==> config.mk <==
export PLATFORM = sky130hd
export DESIGN_NAME = sbr_top
export DESIGN_NICKNAME = d
export VERILOG_FILES = /design/src/include/sbr_pkg.sv /design/src/logic/sbr_baud_gen.sv /design/src/logic/sbr_bit_order.sv /design/src/logic/sbr_top.sv
export SDC_FILE = /design/constraint.sdc
export NUM_CORES = 1
export LEC_CHECK = 0
export BUFFER_PORTS_ARGS = -buffer_cell sky130_fd_sc_hd__buf_2
export CORE_UTILIZATION = 35
export CTS_CLUSTER_SIZE = 12
export DETAILED_ROUTE_END_ITERATION = 6
export GPL_ROUTABILITY_DRIVEN = 0
export PLACE_DENSITY_LB_ADDON = 0.1
export SLEW_MARGIN = 20
export SYNTH_ARGS = -nofsm -noshare
export SYNTH_HDL_FRONTEND = slang
export SYNTH_SLANG_ARGS = --single-unit
==> constraint.sdc <==
create_clock -name i_ref_clk -period 4 [get_ports i_ref_clk]
set_input_delay 0.4 -clock i_ref_clk [delete_from_list [all_inputs] [get_ports i_ref_clk]]
set_output_delay 0.4 -clock i_ref_clk [all_outputs]
set_load 0.05 [all_outputs]
==> src/include/sbr_pkg.sv <==
// Constants, register map and field layout of the serial bit-rate block.
// Assumes a 32-bit APB with byte addresses; one register per aligned word.
package sbr_pkg;
	// Register byte offsets
	localparam logic [7:0] SBR_OFS_DIVISOR = 8'h00;
	localparam logic [7:0] SBR_OFS_MODE = 8'h04;
	localparam logic [7:0] SBR_OFS_FORMAT = 8'h08;
	localparam logic [7:0] SBR_OFS_STOP = 8'h0C;
	localparam logic [7:0] SBR_OFS_STATUS = 8'h10;

	// Decoded register selector
	typedef enum logic [2:0] {
		SBR_REG_DIVISOR,
		SBR_REG_MODE,
		SBR_REG_FORMAT,
		SBR_REG_STOP,
		SBR_REG_STATUS,
		SBR_REG_NONE
	} sbr_reg_t;

	// Reset values
	localparam logic [7:0] SBR_DIVISOR_RST = 8'hFF;
	localparam logic [5:0] SBR_MODE_RST = 6'h00;
	localparam logic [7:0] SBR_FORMAT_RST = 8'hF2;
	localparam logic [15:0] SBR_STOP_RST = 16'h3FFF;

	// Mode register fields
	localparam int SBR_MODE_PRE_LO = 0;
	localparam int SBR_MODE_PRE_HI = 1;
	localparam int SBR_MODE_SYNC = 2;
	localparam int SBR_MODE_CHAR7 = 3;
	localparam int SBR_MODE_EXTCLK = 4;
	localparam int SBR_MODE_CLKOUT = 5;

	// Format control fields
	localparam int SBR_FMT_CARD = 0;
	localparam int SBR_FMT_INVERT = 2;
	localparam int SBR_FMT_ORDER = 3;
	localparam logic [7:0] SBR_FMT_WMASK = 8'h0D;
	localparam logic [7:0] SBR_FMT_ONES = 8'hF2;

	// Stop control fields
	localparam int SBR_STOP_CH0 = 5;
	localparam int SBR_STOP_CH1 = 6;
	localparam int SBR_STOP_CH2 = 7;

	// Status fields
	localparam int SBR_STAT_NOCONT = 0;
	localparam int SBR_STAT_STOP_LO = 1;
	localparam int SBR_STAT_RUN = 4;

	// Prescale masks: divider input every 1, 4, 16 or 64 clocks
	localparam logic [5:0] SBR_PRE_MASK0 = 6'h00;
	localparam logic [5:0] SBR_PRE_MASK1 = 6'h03;
	localparam logic [5:0] SBR_PRE_MASK2 = 6'h0F;
	localparam logic [5:0] SBR_PRE_MASK3 = 6'h3F;

	// Index of the last sample tick of a bit in asynchronous mode; 16 ticks per bit
	localparam logic [3:0] SBR_SAMPLES_LAST = 4'hF;
endpackage : sbr_pkg

==> src/logic/sbr_baud_gen.sv <==
// Prescaler and reloading divisor counter that produce one tick per expiry.
// Assumes the register values come from the same clock domain.
`timescale 1ns/1ps
module sbr_baud_gen
	import sbr_pkg::*;
(
	input wire logic i_ref_clk,
	input wire logic i_rst,
	input wire logic i_run,
	input wire logic [1:0] i_prescale,
	input wire logic [7:0] i_divisor,
	output logic o_tick
);
	logic [5:0] pre_cnt_q, pre_cnt_d;
	logic [7:0] div_cnt_q, div_cnt_d;
	logic tick_q, tick_d;
	logic [5:0] pre_mask;
	logic pre_en;

	// Next state of prescaler and divider
	always_comb
	begin
		case (i_prescale)
			2'b00: pre_mask = SBR_PRE_MASK0;
			2'b01: pre_mask = SBR_PRE_MASK1;
			2'b10: pre_mask = SBR_PRE_MASK2;
			default: pre_mask = SBR_PRE_MASK3;
		endcase
		pre_en = ((pre_cnt_q & pre_mask) == pre_mask);
		pre_cnt_d = pre_cnt_q + 6'h01;
		div_cnt_d = div_cnt_q;
		tick_d = 1'b0;
		if (!i_run)
		begin
			// Held at rest so a restart begins a full period
			pre_cnt_d = 6'h00;
			div_cnt_d = i_divisor;
		end
		else if (pre_en)
		begin
			if (div_cnt_q == 8'h00)
			begin
				div_cnt_d = i_divisor;
				tick_d = 1'b1;
			end
			else
				div_cnt_d = div_cnt_q - 8'h01;
		end
	end

	// Registers
	always_ff @(posedge i_ref_clk or posedge i_rst)
	begin
		if (i_rst)
		begin
			pre_cnt_q <= 6'h00;
			div_cnt_q <= SBR_DIVISOR_RST;
			tick_q <= 1'b0;
		end
		else
		begin
			pre_cnt_q <= pre_cnt_d;
			div_cnt_q <= div_cnt_d;
			tick_q <= tick_d;
		end
	end

	assign o_tick = tick_q;
endmodule : sbr_baud_gen

==> src/logic/sbr_bit_order.sv <==
// Registered bit-order stage: passes a byte straight or reversed.
// Assumes the caller decides when reversal is allowed.
`timescale 1ns/1ps
module sbr_bit_order
	import sbr_pkg::*;
(
	input wire logic i_ref_clk,
	input wire logic i_rst,
	input wire logic i_reverse,
	input wire logic [7:0] i_data,
	output logic [7:0] o_data
);
	logic [7:0] rev;
	logic [7:0] data_q, data_d;

	// Mirror the byte, bit i to bit 7-i
	genvar g;
	generate
		for (g = 0; g < 8; g = g + 1)
		begin : g_rev
			assign rev[g] = i_data[7 - g];
		end
	endgenerate

	// Choose order
	always_comb
	begin
		data_d = i_reverse ? rev : i_data;
	end

	// Register
	always_ff @(posedge i_ref_clk or posedge i_rst)
	begin
		if (i_rst)
			data_q <= 8'h00;
		else
			data_q <= data_d;
	end

	assign o_data = data_q;
endmodule : sbr_bit_order

==> src/logic/sbr_top.sv <==
// Bit-rate generator, bit-order control and channel stop control behind APB.
// Assumes standby levels come from logic on i_ref_clk; i_ext_clk is a pin.
//
// How it works
// - The 8-bit divisor N takes any value from 0 to 255 and divides the prescaled clock.
// - Prescale select 0,1,2,3 feeds the divider with the clock, /4, /16 or /64.
// - Bit rate is clock/((N+1)*2^(2n-1)*64) asynchronous, and with 8 in place of 64 synchronous.
// - Synchronous mode with prescale 0 and N 0 cannot run back to back; a flag reports it.
// - An external asynchronous clock is taken as 16 times the bit rate and skips the divider.
// - Bit-order select 0 moves data LSB first, 1 moves it MSB first, for send and receive.
// - Bit order applies only to 8-bit characters, in either mode.
// - Format control returns to F2 on reset, in standby and in module stop.
// - Format bits 7..4 and 1 read as 1 and ignore writes.
// - Writing 1 to a stop bit halts the channel after the bus cycle; 0 releases it.
// - Stop bits 7, 6, 5 belong to channels 2, 1, 0 and come out of reset set.
// - Stop control resets to 3FFF on reset and hardware standby, holds in software standby.
`timescale 1ns/1ps
module sbr_top
	import sbr_pkg::*;
(
	input wire logic i_ref_clk,
	input wire logic i_rst,
	input wire logic i_psel,
	input wire logic i_penable,
	input wire logic i_pwrite,
	input wire logic [7:0] i_paddr,
	input wire logic [31:0] i_pwdata,
	input wire logic [3:0] i_pstrb,
	output logic [31:0] o_prdata,
	output logic o_pready,
	output logic o_pslverr,
	input wire logic i_hw_standby,
	input wire logic i_sw_standby,
	input wire logic i_ext_clk,
	input wire logic [7:0] i_transmit_holding,
	input wire logic [7:0] i_rx_shift_word,
	output logic [7:0] o_tx_shift_word,
	output logic [7:0] o_receive_holding,
	output logic o_sample_tick,
	output logic o_bit_tick,
	output logic o_sclk,
	output logic o_sclk_oe,
	output logic o_no_continuous,
	output logic [2:0] o_chan_stop
);
	// Address decode shared by read and write paths
	function automatic sbr_reg_t sbr_decode(input logic [7:0] addr);
		case (addr)
			SBR_OFS_DIVISOR: sbr_decode = SBR_REG_DIVISOR;
			SBR_OFS_MODE: sbr_decode = SBR_REG_MODE;
			SBR_OFS_FORMAT: sbr_decode = SBR_REG_FORMAT;
			SBR_OFS_STOP: sbr_decode = SBR_REG_STOP;
			SBR_OFS_STATUS: sbr_decode = SBR_REG_STATUS;
			default: sbr_decode = SBR_REG_NONE;
		endcase
	endfunction : sbr_decode

	logic [7:0] divisor_q, divisor_d;
	logic [5:0] mode_q, mode_d;
	logic [7:0] format_q, format_d;
	logic [15:0] stop_q, stop_d;
	logic pready_q, pready_d;
	logic pslverr_q, pslverr_d;
	logic [31:0] prdata_q, prdata_d;
	logic [31:0] status;
	logic access, wr_done;
	sbr_reg_t sel;

	// APB: one wait state, write lands on the completing edge
	always_comb
	begin
		access = i_psel & i_penable;
		sel = sbr_decode(i_paddr);
		wr_done = access & pready_q & i_pwrite;
		pready_d = access & ~pready_q;
		pslverr_d = access & ~pready_q & (sel == SBR_REG_NONE);
		prdata_d = prdata_q;
		if (access & ~pready_q & ~i_pwrite)
		begin
			case (sel)
				SBR_REG_DIVISOR: prdata_d = {24'h00_0000, divisor_q};
				SBR_REG_MODE: prdata_d = {26'h00_0000, mode_q};
				SBR_REG_FORMAT: prdata_d = {24'h00_0000, format_q | SBR_FMT_ONES};
				SBR_REG_STOP: prdata_d = {16'h0000, stop_q};
				SBR_REG_STATUS: prdata_d = status;
				default: prdata_d = 32'h0000_0000;
			endcase
		end
	end

	always_ff @(posedge i_ref_clk or posedge i_rst)
	begin
		if (i_rst)
		begin
			pready_q <= 1'b0;
			pslverr_q <= 1'b0;
			prdata_q <= 32'h0000_0000;
		end
		else
		begin
			pready_q <= pready_d;
			pslverr_q <= pslverr_d;
			prdata_q <= prdata_d;
		end
	end

	// Register writes, with standby and module stop overrides
	always_comb
	begin
		divisor_d = divisor_q;
		mode_d = mode_q;
		format_d = format_q;
		stop_d = stop_q;
		if (wr_done)
		begin
			case (sel)
				SBR_REG_DIVISOR:
				begin
					if (i_pstrb[0])
						divisor_d = i_pwdata[7:0];
				end
				SBR_REG_MODE:
				begin
					if (i_pstrb[0])
						mode_d = i_pwdata[5:0];
				end
				SBR_REG_FORMAT:
				begin
					if (i_pstrb[0])
						format_d = (i_pwdata[7:0] & SBR_FMT_WMASK) | SBR_FMT_ONES;
				end
				SBR_REG_STOP:
				begin
					// Takes effect on the completing edge of the bus cycle
					if (i_pstrb[0])
						stop_d[7:0] = i_pwdata[7:0];
					if (i_pstrb[1])
						stop_d[15:8] = i_pwdata[15:8];
				end
				default:
				begin
					divisor_d = divisor_q;
				end
			endcase
		end
		// Software standby keeps the stop register untouched
		if (i_hw_standby)
			stop_d = SBR_STOP_RST;
		if (i_hw_standby | i_sw_standby | stop_q[SBR_STOP_CH0])
			format_d = SBR_FORMAT_RST;
	end

	always_ff @(posedge i_ref_clk or posedge i_rst)
	begin
		if (i_rst)
		begin
			divisor_q <= SBR_DIVISOR_RST;
			mode_q <= SBR_MODE_RST;
			format_q <= SBR_FORMAT_RST;
			stop_q <= SBR_STOP_RST;
		end
		else
		begin
			divisor_q <= divisor_d;
			mode_q <= mode_d;
			format_q <= format_d;
			stop_q <= stop_d;
		end
	end

	// External clock pin: two-stage synchroniser, then edge detect on stage two
	logic ext_s1_q, ext_s2_q, ext_s3_q;
	always_ff @(posedge i_ref_clk or posedge i_rst)
	begin
		if (i_rst)
		begin
			ext_s1_q <= 1'b0;
			ext_s2_q <= 1'b0;
			ext_s3_q <= 1'b0;
		end
		else
		begin
			ext_s1_q <= i_ext_clk;
			ext_s2_q <= ext_s1_q;
			ext_s3_q <= ext_s2_q;
		end
	end

	logic run, sync_mode, ext_sel, ext_rise, div_tick;
	assign sync_mode = mode_q[SBR_MODE_SYNC];
	assign ext_sel = mode_q[SBR_MODE_EXTCLK];
	assign ext_rise = ext_s2_q & ~ext_s3_q; // limits keep edges resolvable
	// Divider belongs to channel 0; it idles while stopped or on an external clock
	assign run = ~stop_q[SBR_STOP_CH0] & ~ext_sel & ~i_hw_standby & ~i_sw_standby;

	sbr_baud_gen u_baud_gen (
		.i_ref_clk(i_ref_clk),
		.i_rst(i_rst),
		.i_run(run),
		.i_prescale({mode_q[SBR_MODE_PRE_HI], mode_q[SBR_MODE_PRE_LO]}),
		.i_divisor(divisor_q),
		.o_tick(div_tick)
	);

	// Timing: divider tick halved gives 2^(2n+1) scaling; 16 per bit async, 2 per bit sync
	logic half_q, half_d;
	logic [3:0] samp_cnt_q, samp_cnt_d;
	logic samp_tick_q, samp_tick_d;
	logic bit_tick_q, bit_tick_d;
	logic sclk_q, sclk_d;
	logic sclk_oe_q, sclk_oe_d;
	logic base_tick;
	always_comb
	begin
		half_d = run ? (half_q ^ div_tick) : 1'b0;
		base_tick = div_tick & half_q;
		samp_cnt_d = samp_cnt_q;
		samp_tick_d = 1'b0;
		bit_tick_d = 1'b0;
		sclk_d = sclk_q;
		sclk_oe_d = ~ext_sel & (sync_mode | mode_q[SBR_MODE_CLKOUT]);
		if (stop_q[SBR_STOP_CH0])
		begin
			samp_cnt_d = 4'h0;
			sclk_d = 1'b1;
		end
		else if (sync_mode)
		begin
			// Serial clock toggles each base tick, a bit completing every two; on an external clock each rise completes a bit
			if (ext_sel ? ext_rise : base_tick)
			begin
				samp_tick_d = 1'b1;
				sclk_d = ~sclk_q;
				bit_tick_d = ext_sel | sclk_q;
			end
		end
		else if (ext_sel ? ext_rise : base_tick)
		begin
			samp_tick_d = 1'b1;
			samp_cnt_d = samp_cnt_q + 4'h1;
			bit_tick_d = (samp_cnt_q == SBR_SAMPLES_LAST);
			sclk_d = samp_cnt_d[3];
		end
	end

	always_ff @(posedge i_ref_clk or posedge i_rst)
	begin
		if (i_rst)
		begin
			half_q <= 1'b0;
			samp_cnt_q <= 4'h0;
			samp_tick_q <= 1'b0;
			bit_tick_q <= 1'b0;
			sclk_q <= 1'b1;
			sclk_oe_q <= 1'b0;
		end
		else
		begin
			half_q <= half_d;
			samp_cnt_q <= samp_cnt_d;
			samp_tick_q <= samp_tick_d;
			bit_tick_q <= bit_tick_d;
			sclk_q <= sclk_d;
			sclk_oe_q <= sclk_oe_d;
		end
	end

	// Fastest synchronous setting cannot stream; flagged to software and the transfer logic
	logic nocont_q, nocont_d;
	logic [2:0] chan_stop_q, chan_stop_d;
	always_comb
	begin
		nocont_d = sync_mode & ~ext_sel & (mode_q[SBR_MODE_PRE_HI:SBR_MODE_PRE_LO] == 2'b00)
			& (divisor_q == 8'h00);
		chan_stop_d = {stop_q[SBR_STOP_CH2], stop_q[SBR_STOP_CH1], stop_q[SBR_STOP_CH0]};
	end

	always_ff @(posedge i_ref_clk or posedge i_rst)
	begin
		if (i_rst)
		begin
			nocont_q <= 1'b0;
			chan_stop_q <= 3'b111;
		end
		else
		begin
			nocont_q <= nocont_d;
			chan_stop_q <= chan_stop_d;
		end
	end

	always_comb
	begin
		status = 32'h0000_0000;
		status[SBR_STAT_NOCONT] = nocont_q;
		status[SBR_STAT_STOP_LO +: 3] = chan_stop_q;
		status[SBR_STAT_RUN] = run;
	end

	// Reversal only for 8-bit characters; card bits left to software
	logic reverse;
	assign reverse = format_q[SBR_FMT_ORDER] & ~mode_q[SBR_MODE_CHAR7];

	sbr_bit_order u_tx_order (
		.i_ref_clk(i_ref_clk),
		.i_rst(i_rst),
		.i_reverse(reverse),
		.i_data(i_transmit_holding),
		.o_data(o_tx_shift_word)
	);

	sbr_bit_order u_rx_order (
		.i_ref_clk(i_ref_clk),
		.i_rst(i_rst),
		.i_reverse(reverse),
		.i_data(i_rx_shift_word),
		.o_data(o_receive_holding)
	);

	assign o_prdata = prdata_q;
	assign o_pready = pready_q;
	assign o_pslverr = pslverr_q;
	assign o_sample_tick = samp_tick_q;
	assign o_bit_tick = bit_tick_q;
	assign o_sclk = sclk_q;
	assign o_sclk_oe = sclk_oe_q;
	assign o_no_continuous = nocont_q;
	assign o_chan_stop = chan_stop_q;
endmodule : sbr_top

======== Yosys cells after proc, flatten, opt, wreduce, memory -nomap -nowiden ========
Index checks and enable logic that the tools add are counted.
W data, S select, Z words.
word-level totals
  bits in registers ....................... 115
  bits of input ports ..................... 68
  output and inout port bits .............. 58
  logic and storage cells ................. 128
operators by class
  $add $sub $neg .......................... 3
  equality and inequality tests ........... 15
  muxes and demuxes ....................... 36
  bitwise gates (word level) .............. 31
  reductions and logical operators ........ 19
operator list
  kind                   number
  $pmux W16 S5           1
  $mux W8                7
  $mux W16               3
  $mux W4                7
  $logic_not A8 Y1       3
  $pmux W6 S3            1
  $and A1 B1 Y1          16
  $eq A8 B4 Y1 const B   2
  $reduce_bool A2 Y1     8
  $mux W1                15
  $pmux W3 S5            1
  $reduce_and A3 Y1      5
  $not A1 Y1             9
  $eq A8 B3 Y1 const B   1
  $eq A8 B5 Y1 const B   1
  $sub A8 B1 Y8 const B  1
  $add A6 B1 Y6 const B  1
  $and A6 B6 Y6          1
  $eq A3 B2 Y1 const B   2
  $eq A3 B3 Y1 const B   2
  $eq A6 B6 Y1           1
  $mux W6                1
  $add A4 B1 Y4 const B  1
  $eq A4 B4 Y1 const B   1
  other kinds (9)        13

======== Logic depth before layout (Yosys ltp) ========
Gate-level depths: netlist of the first run.
  word-level depth ........................ 6
  mapped depth ............................ 7
  mapped depth without buffers ............ 6

======== Hierarchy ========
Synthesis of the first run repeated with hierarchy kept, for this count alone.
unflattened totals
  cell total of the unflattened synthesis .. 412
  area, all modules ....................... 4777.1 um2
modules (own cells, without submodules)
  module         times used  cells each  area an instance (um2)  seq. area each (um2)
  sbr_top        1           283         3146.8                  1709.1
  sbr_baud_gen   1           93          959.7                   385.4
  sbr_bit_order  2           18          335.3                   200.2

======== Worst setup path after synthesis of the first run ========
No wires, ideal clock.
  path type ............................... input to register
  start point ............................. in i_paddr[1]
  end point ............................... reg mode_q[0]
  setup time .............................. 125 ps
  data arrival time ....................... 1839 ps
  data required time ...................... 3875 ps
  setup slack ............................. 2037 ps
  stages on the path ...................... 4
  path buffers ............................ 0
  cells stage by stage .................... or4_4 > nor4_4 > nand4b_2 > mux2_2
between the ends
  word-level cells in the longest chain between the ends .. 4
  elaborated cells on any way between the ends .. 8
  those cells by class .................... 5 x eq/ne; 1 x mux; 2 x reduce/logical
ends and longest elaborated chain
  item                                  line            text
  start: declaration                    sbr_top.sv:26   input wire logic [7:0] i_paddr,
  $eq A8 B5 Y1 (tied with other cells)  sbr_top.sv:48   case (addr)
  $pmux W3 S5 *                         sbr_top.sv:48
  $eq A3 B1 Y1 *                        sbr_top.sv:116  case (sel)
  $reduce_and A3 Y1 (no line) *         -
  end signal: assignment                sbr_top.sv:165  mode_q <= mode_d;
  end: declaration                      sbr_top.sv:59   logic [5:0] mode_q, mode_d;
Every way passes the cells marked *; elsewhere a longest branch is shown, timed or not.
A chain may end at the register's enable or synchronous reset.

======== Worst setup path after layout of the first run ========
  start point ............................. reg pready_q (netlist: o_pready)
  end point ............................... reg prdata_q[5] (netlist: o_prdata[5])
between the ends
  word-level cells in the longest chain between the ends .. 3
ends and longest elaborated chain
  item                         line            text
  start: declaration           sbr_top.sv:62   logic pready_q, pready_d;
  start signal: assignment     sbr_top.sv:101  pready_q <= pready_d;
  $not A1 Y1                   sbr_top.sv:78   if (access & ~pready_q & ~i_pwrite)
  $and A1 B1 Y1 (2 in series)  sbr_top.sv:78
  end signal: assignment       sbr_top.sv:103  prdata_q <= prdata_d;
  end: declaration             sbr_top.sv:64   logic [31:0] prdata_q, prdata_d;
Every way passes these cells.

==> results of run 1 <==
## power by group
part	switching [mW]	total, mW	internal [mW]
registers	0.00410	1.01	1.01
clock network	0.362	0.800	0.438
logic	0.138	0.178	0.0396
## worst max-delay path: cells and delay by family, from the launching register on
| kind | cells | cell delay, ns |
|---|---|---|
| and+or+nand+nor | 3 | 1.32 |
| DFF | 1 | 0.41 |
| buffers and inverters | 1 | 0.35 |
| AOI/OAI and AO/OA | 1 | 0.35 |
## area by class of cell
| type | count | area, sq um | area share |
|---|---|---|---|
| timing repair buffer | 95 | 485 | 0.0885 |
| clock inverter | 4 | 27.5 | 0.00502 |
| tap | 172 | 215 | 0.0392 |
| inverter | 13 | 51.3 | 0.00935 |
| clock buffer | 12 | 246 | 0.0449 |
| sequential | 98 | 2490 | 0.455 |
| multi-input combinational | 294 | 1970 | 0.358 |
## cell families after synthesis
group	after synthesis	synth area share
and+or+nand+nor	159	0.178
adders and majority gates	5	0.0134
DFF	98	0.536
xor gates and xnor gates	8	0.0151
AOI/OAI and AO/OA	78	0.130
other	1	0.000805
muxes	28	0.0728
buffers and inverters	50	0.0543
## through the flow
step | utilization | worst slack (ns)
6_report | 0.430 | 1.51
5_1_grt | 0.430 | 1.21
4_1_cts | 0.429 | 1.49
3_5_place_dp | 0.408 | 1.40
3_3_place_gp | 0.408 | 1.42
2_1_floorplan | - | 1.09
## cell usage in the layout (no fill, tap or decap), types with 8 or more instances in the layout
master,synthesis,layout
nor2_1,19,19
dfstp_2,34,34
conb_1,1,16
a211o_1,14,14
nand3_1,11,11
and3_1,16,16
a22o_1,12,12
nand2_1,65,65
o21ai_0,10,10
buf_2,3,91
inv_1,13,12
mux2_2,17,17
dfrtp_1,64,64
a21oi_1,11,11
mux2i_1,8,8
clkbuf_16,0,9
## flip-flops by register name, summed over array words and instances (netlist names)
name and flops:
divisor_q 8, ext_s1_q 1, ext_s2_q 1, ext_s3_q 1, format_q 3, half_q 1, mode_q 6, o_bit_tick 1
o_chan_stop 3, o_no_continuous 1, o_prdata 16, o_pready 1, o_pslverr 1, o_sample_tick 1, o_sclk 1, o_sclk_oe 1
samp_cnt_q 4, stop_q 16, u_baud_gen.div_cnt_q 8, u_baud_gen.o_tick 1, u_baud_gen.pre_cnt_q 6, u_rx_order.o_data 8, u_tx_order.o_data 8
## layer usage
| metal | vias to the layer above | GRT usage | wire, microns | part of all wire |
|---|---|---|---|---|
| li1 | 1669 | - | - | - |
| met3 | 14 | 0.0418 | 608 | 0.054 |
| met4 | 0 | 0.0641 | 195 | 0.017 |
| met2 | 108 | 0.261 | 4950 | 0.44 |
| met1 | 1730 | 0.235 | 5440 | 0.49 |
| met5 | - | 0 | 0 | 0 |
## path summary, 6_finish.rpt
path,endpoint,cells past startpoint,from
max,o_prdata[5],5,o_pready
min,u_rx_order.o_data[0],2,i_rst
max reg2reg,o_prdata[5],5,o_pready
min reg2reg,ext_s2_q,0,ext_s1_q
max in group asynchronous,u_baud_gen.div_cnt_q[3],3,i_rst
min in group i_ref_clk,ext_s1_q,1,i_ext_clk
==> reports/summary.txt, run 1 <==
GRT Total Usage: 0.172
post-CTS sizing: 0
Syn-to-layout area delta: 17.9%
cell count after synthesis: 427
Initial Util: 0.364
CP cell instances: nand4bb_1, buf_4, nor4_1, o221ai_1, nand2_1
final period utilization: 0.621
Via Count: 3521
Crit. End Element: flip-flop
Crit-path slowest cell: nor4_1
largest area contributor in the netlist: dfrtp_1
CP arrival: 2.76 ns
Die X: 117 microns
Power Density: 362 mW/mm^2
Vias/cell: 5.12
maxcap violations: 0
Final Hold Slack: 0.0910 ns
dpl cells: 672
die area: 0.0138 sq mm
Yosys warnings: 0
Synth top cells by count: nand2_1 (65), dfrtp_1 (64), dfstp_2 (34)
Setup Skew: 0.00516 ns
Post-CTS Hold Fix Bufs: 0
layout net count: 584
status: finished clean
leakage power: 2.59 nW
Post-DP HPWL: 8.20 mm
drt total wl: 11.2 mm
placed instance area: 0.00521 sq mm
Root Buffer: clkbuf_16
Reg clk slew, reported paths: 0.06 ns
Non-Filler Cell Area, Final: 0.00549 sq mm
RSZ-0062 raised after global routing: no
Synth top area share: 0.344
fin crit period: 2.49 ns
Top FF cell, synth: dfrtp_1
num rows: 41
FMAX: 0.402 GHz
clk_lat worst skew: 0.34 ns
Core ar.: 0.0128 sq mm
Remaining Overflow, GRT: 0
initial antenna violation count: 0
IO buf count: 91
Slew headroom: 0.361
type of origin of the critical path: flip-flop
final slew viol count: 0
Hold Path Class: in -> async
total power draw: 1.99 mW
endpoints failing hold: 0
Largest stage delay, worst path: 0.71 ns
Finished Layout Cells: 688
Post-synth EDFFs: 0
setup violators final: 0
Inserted Clock Buffers: 9
FFs w/ async S/R, synth: 1.00
CTS tree: yes
number of diodes: 0
layout cell share with drive strength beyond 1: 0.339
WL/cell: 16.3 microns
post-CTS setup buffers: 0
vias in the first global route: 3569
io pins: 126
largest net degree at the start of global routing: 41
worst slew pin tran: 0.951 ns
CP Max Fanout: 11
top-count cell post-synth: nand2_1
H-tree levels: 3
VDD IR max: 0.218 mV
main area contributors after synthesis: dfrtp_1 (34%), dfstp_2 (19%), nand2_1 (5.2%)
Filler cells: 1244
# DRC: 0
Critical Path RT: 4.27 ns
Netlist cell types: 57
post-synthesis sequential area ratio: 0.536
setup TNS: 0 ns
post-detailed-route count of antenna-violating nets: 0
Clock Sink Count: 98
Avg Inst Size Synth: 10.9 sq um
crit path kind: reg -> reg
#FFs+latches synth: 98
initial DRC count: 163
synthesized area: 0.00466 sq mm
drt first pass iters: 4
first-pass GRT wire length: 18.6 mm
Die H: 117 microns
clk buf depth: 2
setup slack, reg-to-reg: 1.51 ns
Power figures use the tool's default switching activity.
==> run 2, diff against run 1 <==
- clock period: 4 -> 2.6 ns (I/O delays scaled with it)
==> reports/summary.txt, run 2 (synthesized netlist as in run 1, its figures left out) <==
Post-DP HPWL: 8.12 mm (-0.87%)
CP arrival: 2.54 ns (-0.22 ns)
vias in the first global route: 3433 (-3.8%)
Core ar.: 0.0128 sq mm (unchanged)
dpl cells: 678 (+0.89%)
largest net degree at the start of global routing: 40 (-2.4%)
Reg-to-Reg End: u_baud_gen.div_cnt_q[2]
first-pass GRT wire length: 18.0 mm (-2.9%)
setup violators final: 0 (unchanged)
clk_lat worst skew: 0.35 ns (about the same)
type of origin of the critical path: flip-flop
H-tree levels: 3 (unchanged)
post-CTS setup buffers: 0 (unchanged)
CP cell instances: nor4_1, buf_4, o41a_1, mux2i_1, o2bb2ai_1
Initial Util: 0.364 (unchanged)
Slew headroom: 0.549 (+0.188)
Worst R2R Path Depth: 5 (unchanged)
Crit-path slowest cell: nor4_1
Clock Sink Count: 98 (unchanged)
Die X: 117 microns (unchanged)
Syn-to-layout area delta: 19.9%
status: finished with violations
layout cell share with drive strength beyond 1: 0.346 (+0.00693)
Via Count: 3553 (+0.91%)
initial DRC count: 247 (+52%)
setup slack, reg-to-reg: 0.33 ns (-1.18 ns)
Inserted Clock Buffers: 9 (unchanged)
Critical Path RT: 2.87 ns (-1.40 ns)
final core utilization: 0.437 (+0.00735)
initial antenna violation count: 1 (+1)
VDD IR max: 0.460 mV (+110%)
Finished Layout Cells: 695 (+1.0%)
Final Hold Slack: -0.00178 ns (-0.0928 ns)
setup TNS: 0 ns (unchanged)
Vias/cell: 5.11 (-0.11%)
drt total wl: 11.2 mm (-0.14%)
RSZ-0062 raised after global routing: no
endpoints failing hold: 1 (+1)
maxcap violations: 0 (unchanged)
final period utilization: 0.873 (+0.251)
num rows: 41 (unchanged)
drt first pass iters: 4 (unchanged)
commonest non-fill, non-tap cell in the layout: buf_2
# DRC: 0 (unchanged)
Power Density: 568 mW/mm^2 (+57%)
FMAX: 0.441 GHz (+9.6%)
GRT Total Usage: 0.170 (-0.00197)
Crit path max-delay family: simple AND/OR/NAND/NOR gates
crit path buf inv count: 1 (unchanged)
Non-Filler Cell Area, Final: 0.00558 sq mm (+1.7%)
die area: 0.0138 sq mm (unchanged)
Root Buffer: clkbuf_16
start of the worst register-to-register path: mode_q[4]
IO buf count: 91 (unchanged)
placed instance area: 0.00527 sq mm (+1.1%)
worst slew pin tran: 0.668 ns (-0.283 ns)
io pins: 126 (unchanged)
Remaining Overflow, GRT: 0 (unchanged)
Largest stage delay, worst path: 0.59 ns (-0.12 ns)
number of diodes: 0 (unchanged)
clk buf depth: 2 (unchanged)
most frequent cells in the layout: buf_2 (91), nand2_1 (65), dfrtp_1 (64)
fin crit period: 2.27 ns (-0.217 ns)
Die H: 117 microns (unchanged)
CP Max Fanout: 10 (-1)
layout net count: 591 (+1.2%)
Crit. End Element: flip-flop
CTS tree: yes
post-detailed-route count of antenna-violating nets: 0 (unchanged)
violated checks: hold timing
Hold Path Class: in -> async
leakage power: 2.64 nW (+1.8%)
Reg clk slew, reported paths: 0.07 ns (about the same)
Setup Skew: 0.00891 ns (+0.00375 ns)
total power draw: 3.17 mW (+60%)
WL/cell: 16.1 microns (-1.1%)
crit path kind: reg -> reg
final slew viol count: 0 (unchanged)
==> run 2: through the flow <==
stage | setup slack (ns) | hold slack, ns
3_3_place_gp | 0.311 | 0.334
6_report | 0.331 | -0.00178
4_1_cts | 0.302 | 0.00127
3_5_place_dp | 0.311 | 0.335
2_1_floorplan | 0.729 | 0.291
5_1_grt | 0.173 | 0.0391
==> run 2: worst max path at each step <==
stage                         start                 endpoint  slack (ns)  cells after the start
after global routing      mode_q[4]  u_baud_gen.div_cnt_q[4]        0.17                      5
final                     mode_q[4]  u_baud_gen.div_cnt_q[2]        0.33                      5
after detailed placement  mode_q[4]  u_baud_gen.div_cnt_q[2]        0.31                      5
after CTS                 mode_q[4]  u_baud_gen.div_cnt_q[2]        0.30                      5
after global placement    mode_q[4]  u_baud_gen.div_cnt_q[2]        0.31                      5
after floorplan            o_pready                mode_q[0]        0.73                      4
==> run 2: worst register-to-register path: stages (launching register included) <==
cell and delay, ns:
dfrtp_1 0.50, nor4_1 0.59, buf_4 0.30, o41a_1 0.46, mux2i_1 0.25, o2bb2ai_1 0.09
==> run 2: layout make-up <==
| cell class | instances | area (sq um) |
|---|---|---|
| fill | 1254 | 7190 |
| sequential | 98 | 2490 |
| clock buffer | 12 | 246 |
| tap | 172 | 215 |
| inverter | 13 | 52.6 |
| clock inverter | 4 | 52.6 |
| timing repair buffer | 102 | 553 |
| multi-input combinational | 294 | 1970 |
==> run 2: what timing repair did <==
item / CTS / global route
endpoints found under the hold margin: 0 / 1
resized for setup: 0 / 0
hold buffers: 0 / 1
==> run 2: layer usage <==
layer,GRT usage,up-vias,part of all wire
met2,0.256,120,0.45
met1,0.228,1731,0.48
met3,0.0642,12,0.064
met5,0,-,0.0012
li1,-,1688,-
met4,0.0422,2,0.0087
==> run 2: power by group <==
part	switching [mW]	internal (mW)	leakage (nW)
sequential	0.00658	1.55	1.20
combinational	0.211	0.0652	1.30
clock	0.569	0.773	0.135
==> run 3, diff against run 2 <==
--- a/config.mk
+++ b/config.mk
@@ -8,7 +8,9 @@
 export BUFFER_PORTS_ARGS = -buffer_cell sky130_fd_sc_hd__buf_2
 export CORE_UTILIZATION = 35
+export CTS_BUF_LIST = sky130_fd_sc_hd__clkbuf_16
 export CTS_CLUSTER_SIZE = 12
 export DETAILED_ROUTE_END_ITERATION = 6
 export GPL_ROUTABILITY_DRIVEN = 0
+export MAX_ROUTING_LAYER = met4
 export PLACE_DENSITY_LB_ADDON = 0.1
 export SLEW_MARGIN = 20
==> constraint.sdc (replaced) <==
create_clock -name i_ref_clk -period 2.6 [get_ports i_ref_clk]
set_input_delay 0 -clock i_ref_clk [delete_from_list [all_inputs] [get_ports i_ref_clk]]
set_output_delay 0 -clock i_ref_clk [all_outputs]
set_load 0.05 [all_outputs]
==> reports/summary.txt, run 3 (synthesized netlist as in run 1, its figures left out) <==
status: finished clean
Hold Path Class: in -> reg
setup violators final: 0 (unchanged)
Clock power frac: 0.416 (-0.007)
Final Hold Slack: 0.0256 ns (+0.0274 ns)
Crit. End Element: flip-flop
CP cell instances: nor4_1, buf_4, o41a_1, mux2i_1, o2bb2ai_1
largest net degree at the start of global routing: 54 (+35%)
final slew viol count: 0 (unchanged)
fin crit period: 2.07 ns (-0.198 ns)
setup TNS: 0 ns (unchanged)
storage element area: 0.00249 sq mm (unchanged)
# DRC: 0 (unchanged)
type of origin of the critical path: flip-flop
Crit path max-delay family: compound AO/OA/AOI/OAI gates
layout net count: 635 (+7.4%)
post-CTS setup buffers: 0 (unchanged)
FMAX: 0.483 GHz (+9.6%)
Initial Util: 0.364 (unchanged)
internal power: 2.40 mW (+0.54%)
maxcap violations: 0 (unchanged)
Die H: 117 microns (unchanged)
Critical Path RT: 2.87 ns (about the same)
leakage power: 2.83 nW (+7.4%)
number of diodes: 0 (unchanged)
Die X: 117 microns (unchanged)
post-CTS sizing: 0 (unchanged)
Power Density: 536 mW/mm^2 (-5.6%)
first-pass GRT wire length: 19.5 mm (+8.3%)
Post-CTS Hold Fix Bufs: 45 (+45)
final period utilization: 0.796 (-0.0763)
drt total wl: 11.8 mm (+5.3%)
Clock Sink Count: 98 (unchanged)
Post-DP HPWL: 8.14 mm (+0.15%)
area of the multi-input gates: 0.00197 sq mm (unchanged)
Via Count: 3731 (+5.0%)
commonest non-fill, non-tap cell in the layout: buf_2
Crit-path slowest cell: dfrtp_1
IO buf count: 91 (unchanged)
post-detailed-route count of antenna-violating nets: 0 (unchanged)
Syn-to-layout area delta: 29.3%
Core ar.: 0.0128 sq mm (unchanged)
Reg clk slew, reported paths: 0.07 ns (about the same)
clk buf depth: 2 (unchanged)
endpoints failing hold: 0 (-1)
Setup Skew: 0.00412 ns (-0.00478 ns)
CTS tree: yes
clk_lat worst skew: 0.35 ns (about the same)
num rows: 41 (unchanged)
Filler cells: 1165 (-7.1%)
GRT Total Usage: 0.186 (+0.0165)
Inserted Clock Buffers: 9 (unchanged)
Hold Path Cell Cnt: 3
Worst R2R Path Depth: 5 (unchanged)
CP Max Fanout: 10 (unchanged)
WL/cell: 15.9 microns (-0.93%)
switching power: 0.830 mW (+5.5%)
Crit path depth: 5 (unchanged)
Remaining Overflow, GRT: 0 (unchanged)
start of the worst register-to-register path: mode_q[4]
initial antenna violation count: 0 (-1)
H-tree levels: 3 (unchanged)
setup slack, reg-to-reg: 0.53 ns (+0.20 ns)
Vias/cell: 5.05 (-1.2%)
hold_sp: i_sw_standby
most frequent cells in the layout: buf_2 (91), nand2_1 (65), dfrtp_1 (64)
Worst setup startpoint: mode_q[4]
Largest stage delay, worst path: 0.49 ns (-0.10 ns)
combinational share of power: 0.102 (+0.015)
io pins: 126 (unchanged)
worst slew pin tran: 0.704 ns (+0.0369 ns)
sequential share of power: 0.481 (-0.009)
VDD IR max: 0.330 mV (-28%)
Root Buffer: clkbuf_16
layout cell share with drive strength beyond 1: 0.321 (-0.0251)
sw frac: 0.257 (+0.00907)
vias in the first global route: 3822 (+11%)
crit path buf inv count: 1 (unchanged)
initial DRC count: 168 (-32%)
RSZ-0062 raised after global routing: no
crit path kind: reg -> reg
drt first pass iters: 4 (unchanged)
Slew headroom: 0.524 (-0.0250)
die area: 0.0138 sq mm (unchanged)
CP arrival: 2.34 ns (-0.20 ns)
-- run 3: cell count changes in the layout (fill, tap and decap cells not counted), sizes merged --
cell,before,now
dlygate4sd3,1,45
clkbuf,12,9
clkinv,0,3
clkinvlp,4,2
inv,12,14
-- run 3: final timing paths --
| path | to |
|---|---|
| worst max-delay path | u_baud_gen.div_cnt_q[5] |
| worst min-delay path | format_q[2] |
| worst max register to register | u_baud_gen.div_cnt_q[5] |
| worst min register to register | ext_s2_q |
| max in group asynchronous | stop_q[9] |
| min in group asynchronous | ext_s1_q |
-- run 3: power by group through the flow --
stage	Combinational, mW	Clock (mW)	Sequential (mW)
2_1_floorplan	0.142	0	1.64
4_1_cts	0.332	1.38	1.55
3_5_place_dp	0.280	0	1.58
5_1_grt	0.356	1.44	1.55
6_report	0.331	1.34	1.55
3_3_place_gp	0.277	0	1.58
-- run 3: per-stage QoR --
stage	instances	setup slack [ns]	area (sq um)	utilization	total power, mW
after global placement	678	0.567	5270	0.412	1.86
after detailed placement	678	0.545	5270	0.412	1.86
after global routing	739	0.406	6020	0.471	3.34
after floorplan	442	0.0942	4710	-	1.78
final	739	0.529	6020	0.471	3.23
after CTS	739	0.480	6020	0.471	3.26
-- run 3: per-layer routing --
layer,up-vias,global-route usage,part of all wire
met5,-,-,0
met4,0,0.0682,0.017
met3,14,0.0409,0.047
met2,110,0.277,0.45
met1,1826,0.248,0.49
li1,1781,-,-
-- run 3: worst reg2reg max path: stages (launching register included) --
cell and delay, ns:
dfrtp_1 0.49, nor4_1 0.40, buf_4 0.25, o41a_1 0.49, mux2i_1 0.26, o2bb2ai_1 0.09
-- run 3: area by class of cell --
type / count / share of cell area
sequential: 98 / 0.415
multi-input combinational: 294 / 0.327
timing repair buffer: 146 / 0.165
clock buffer: 9 / 0.0374
tap: 172 / 0.0358
clock inverter: 7 / 0.0119
inverter: 13 / 0.00852
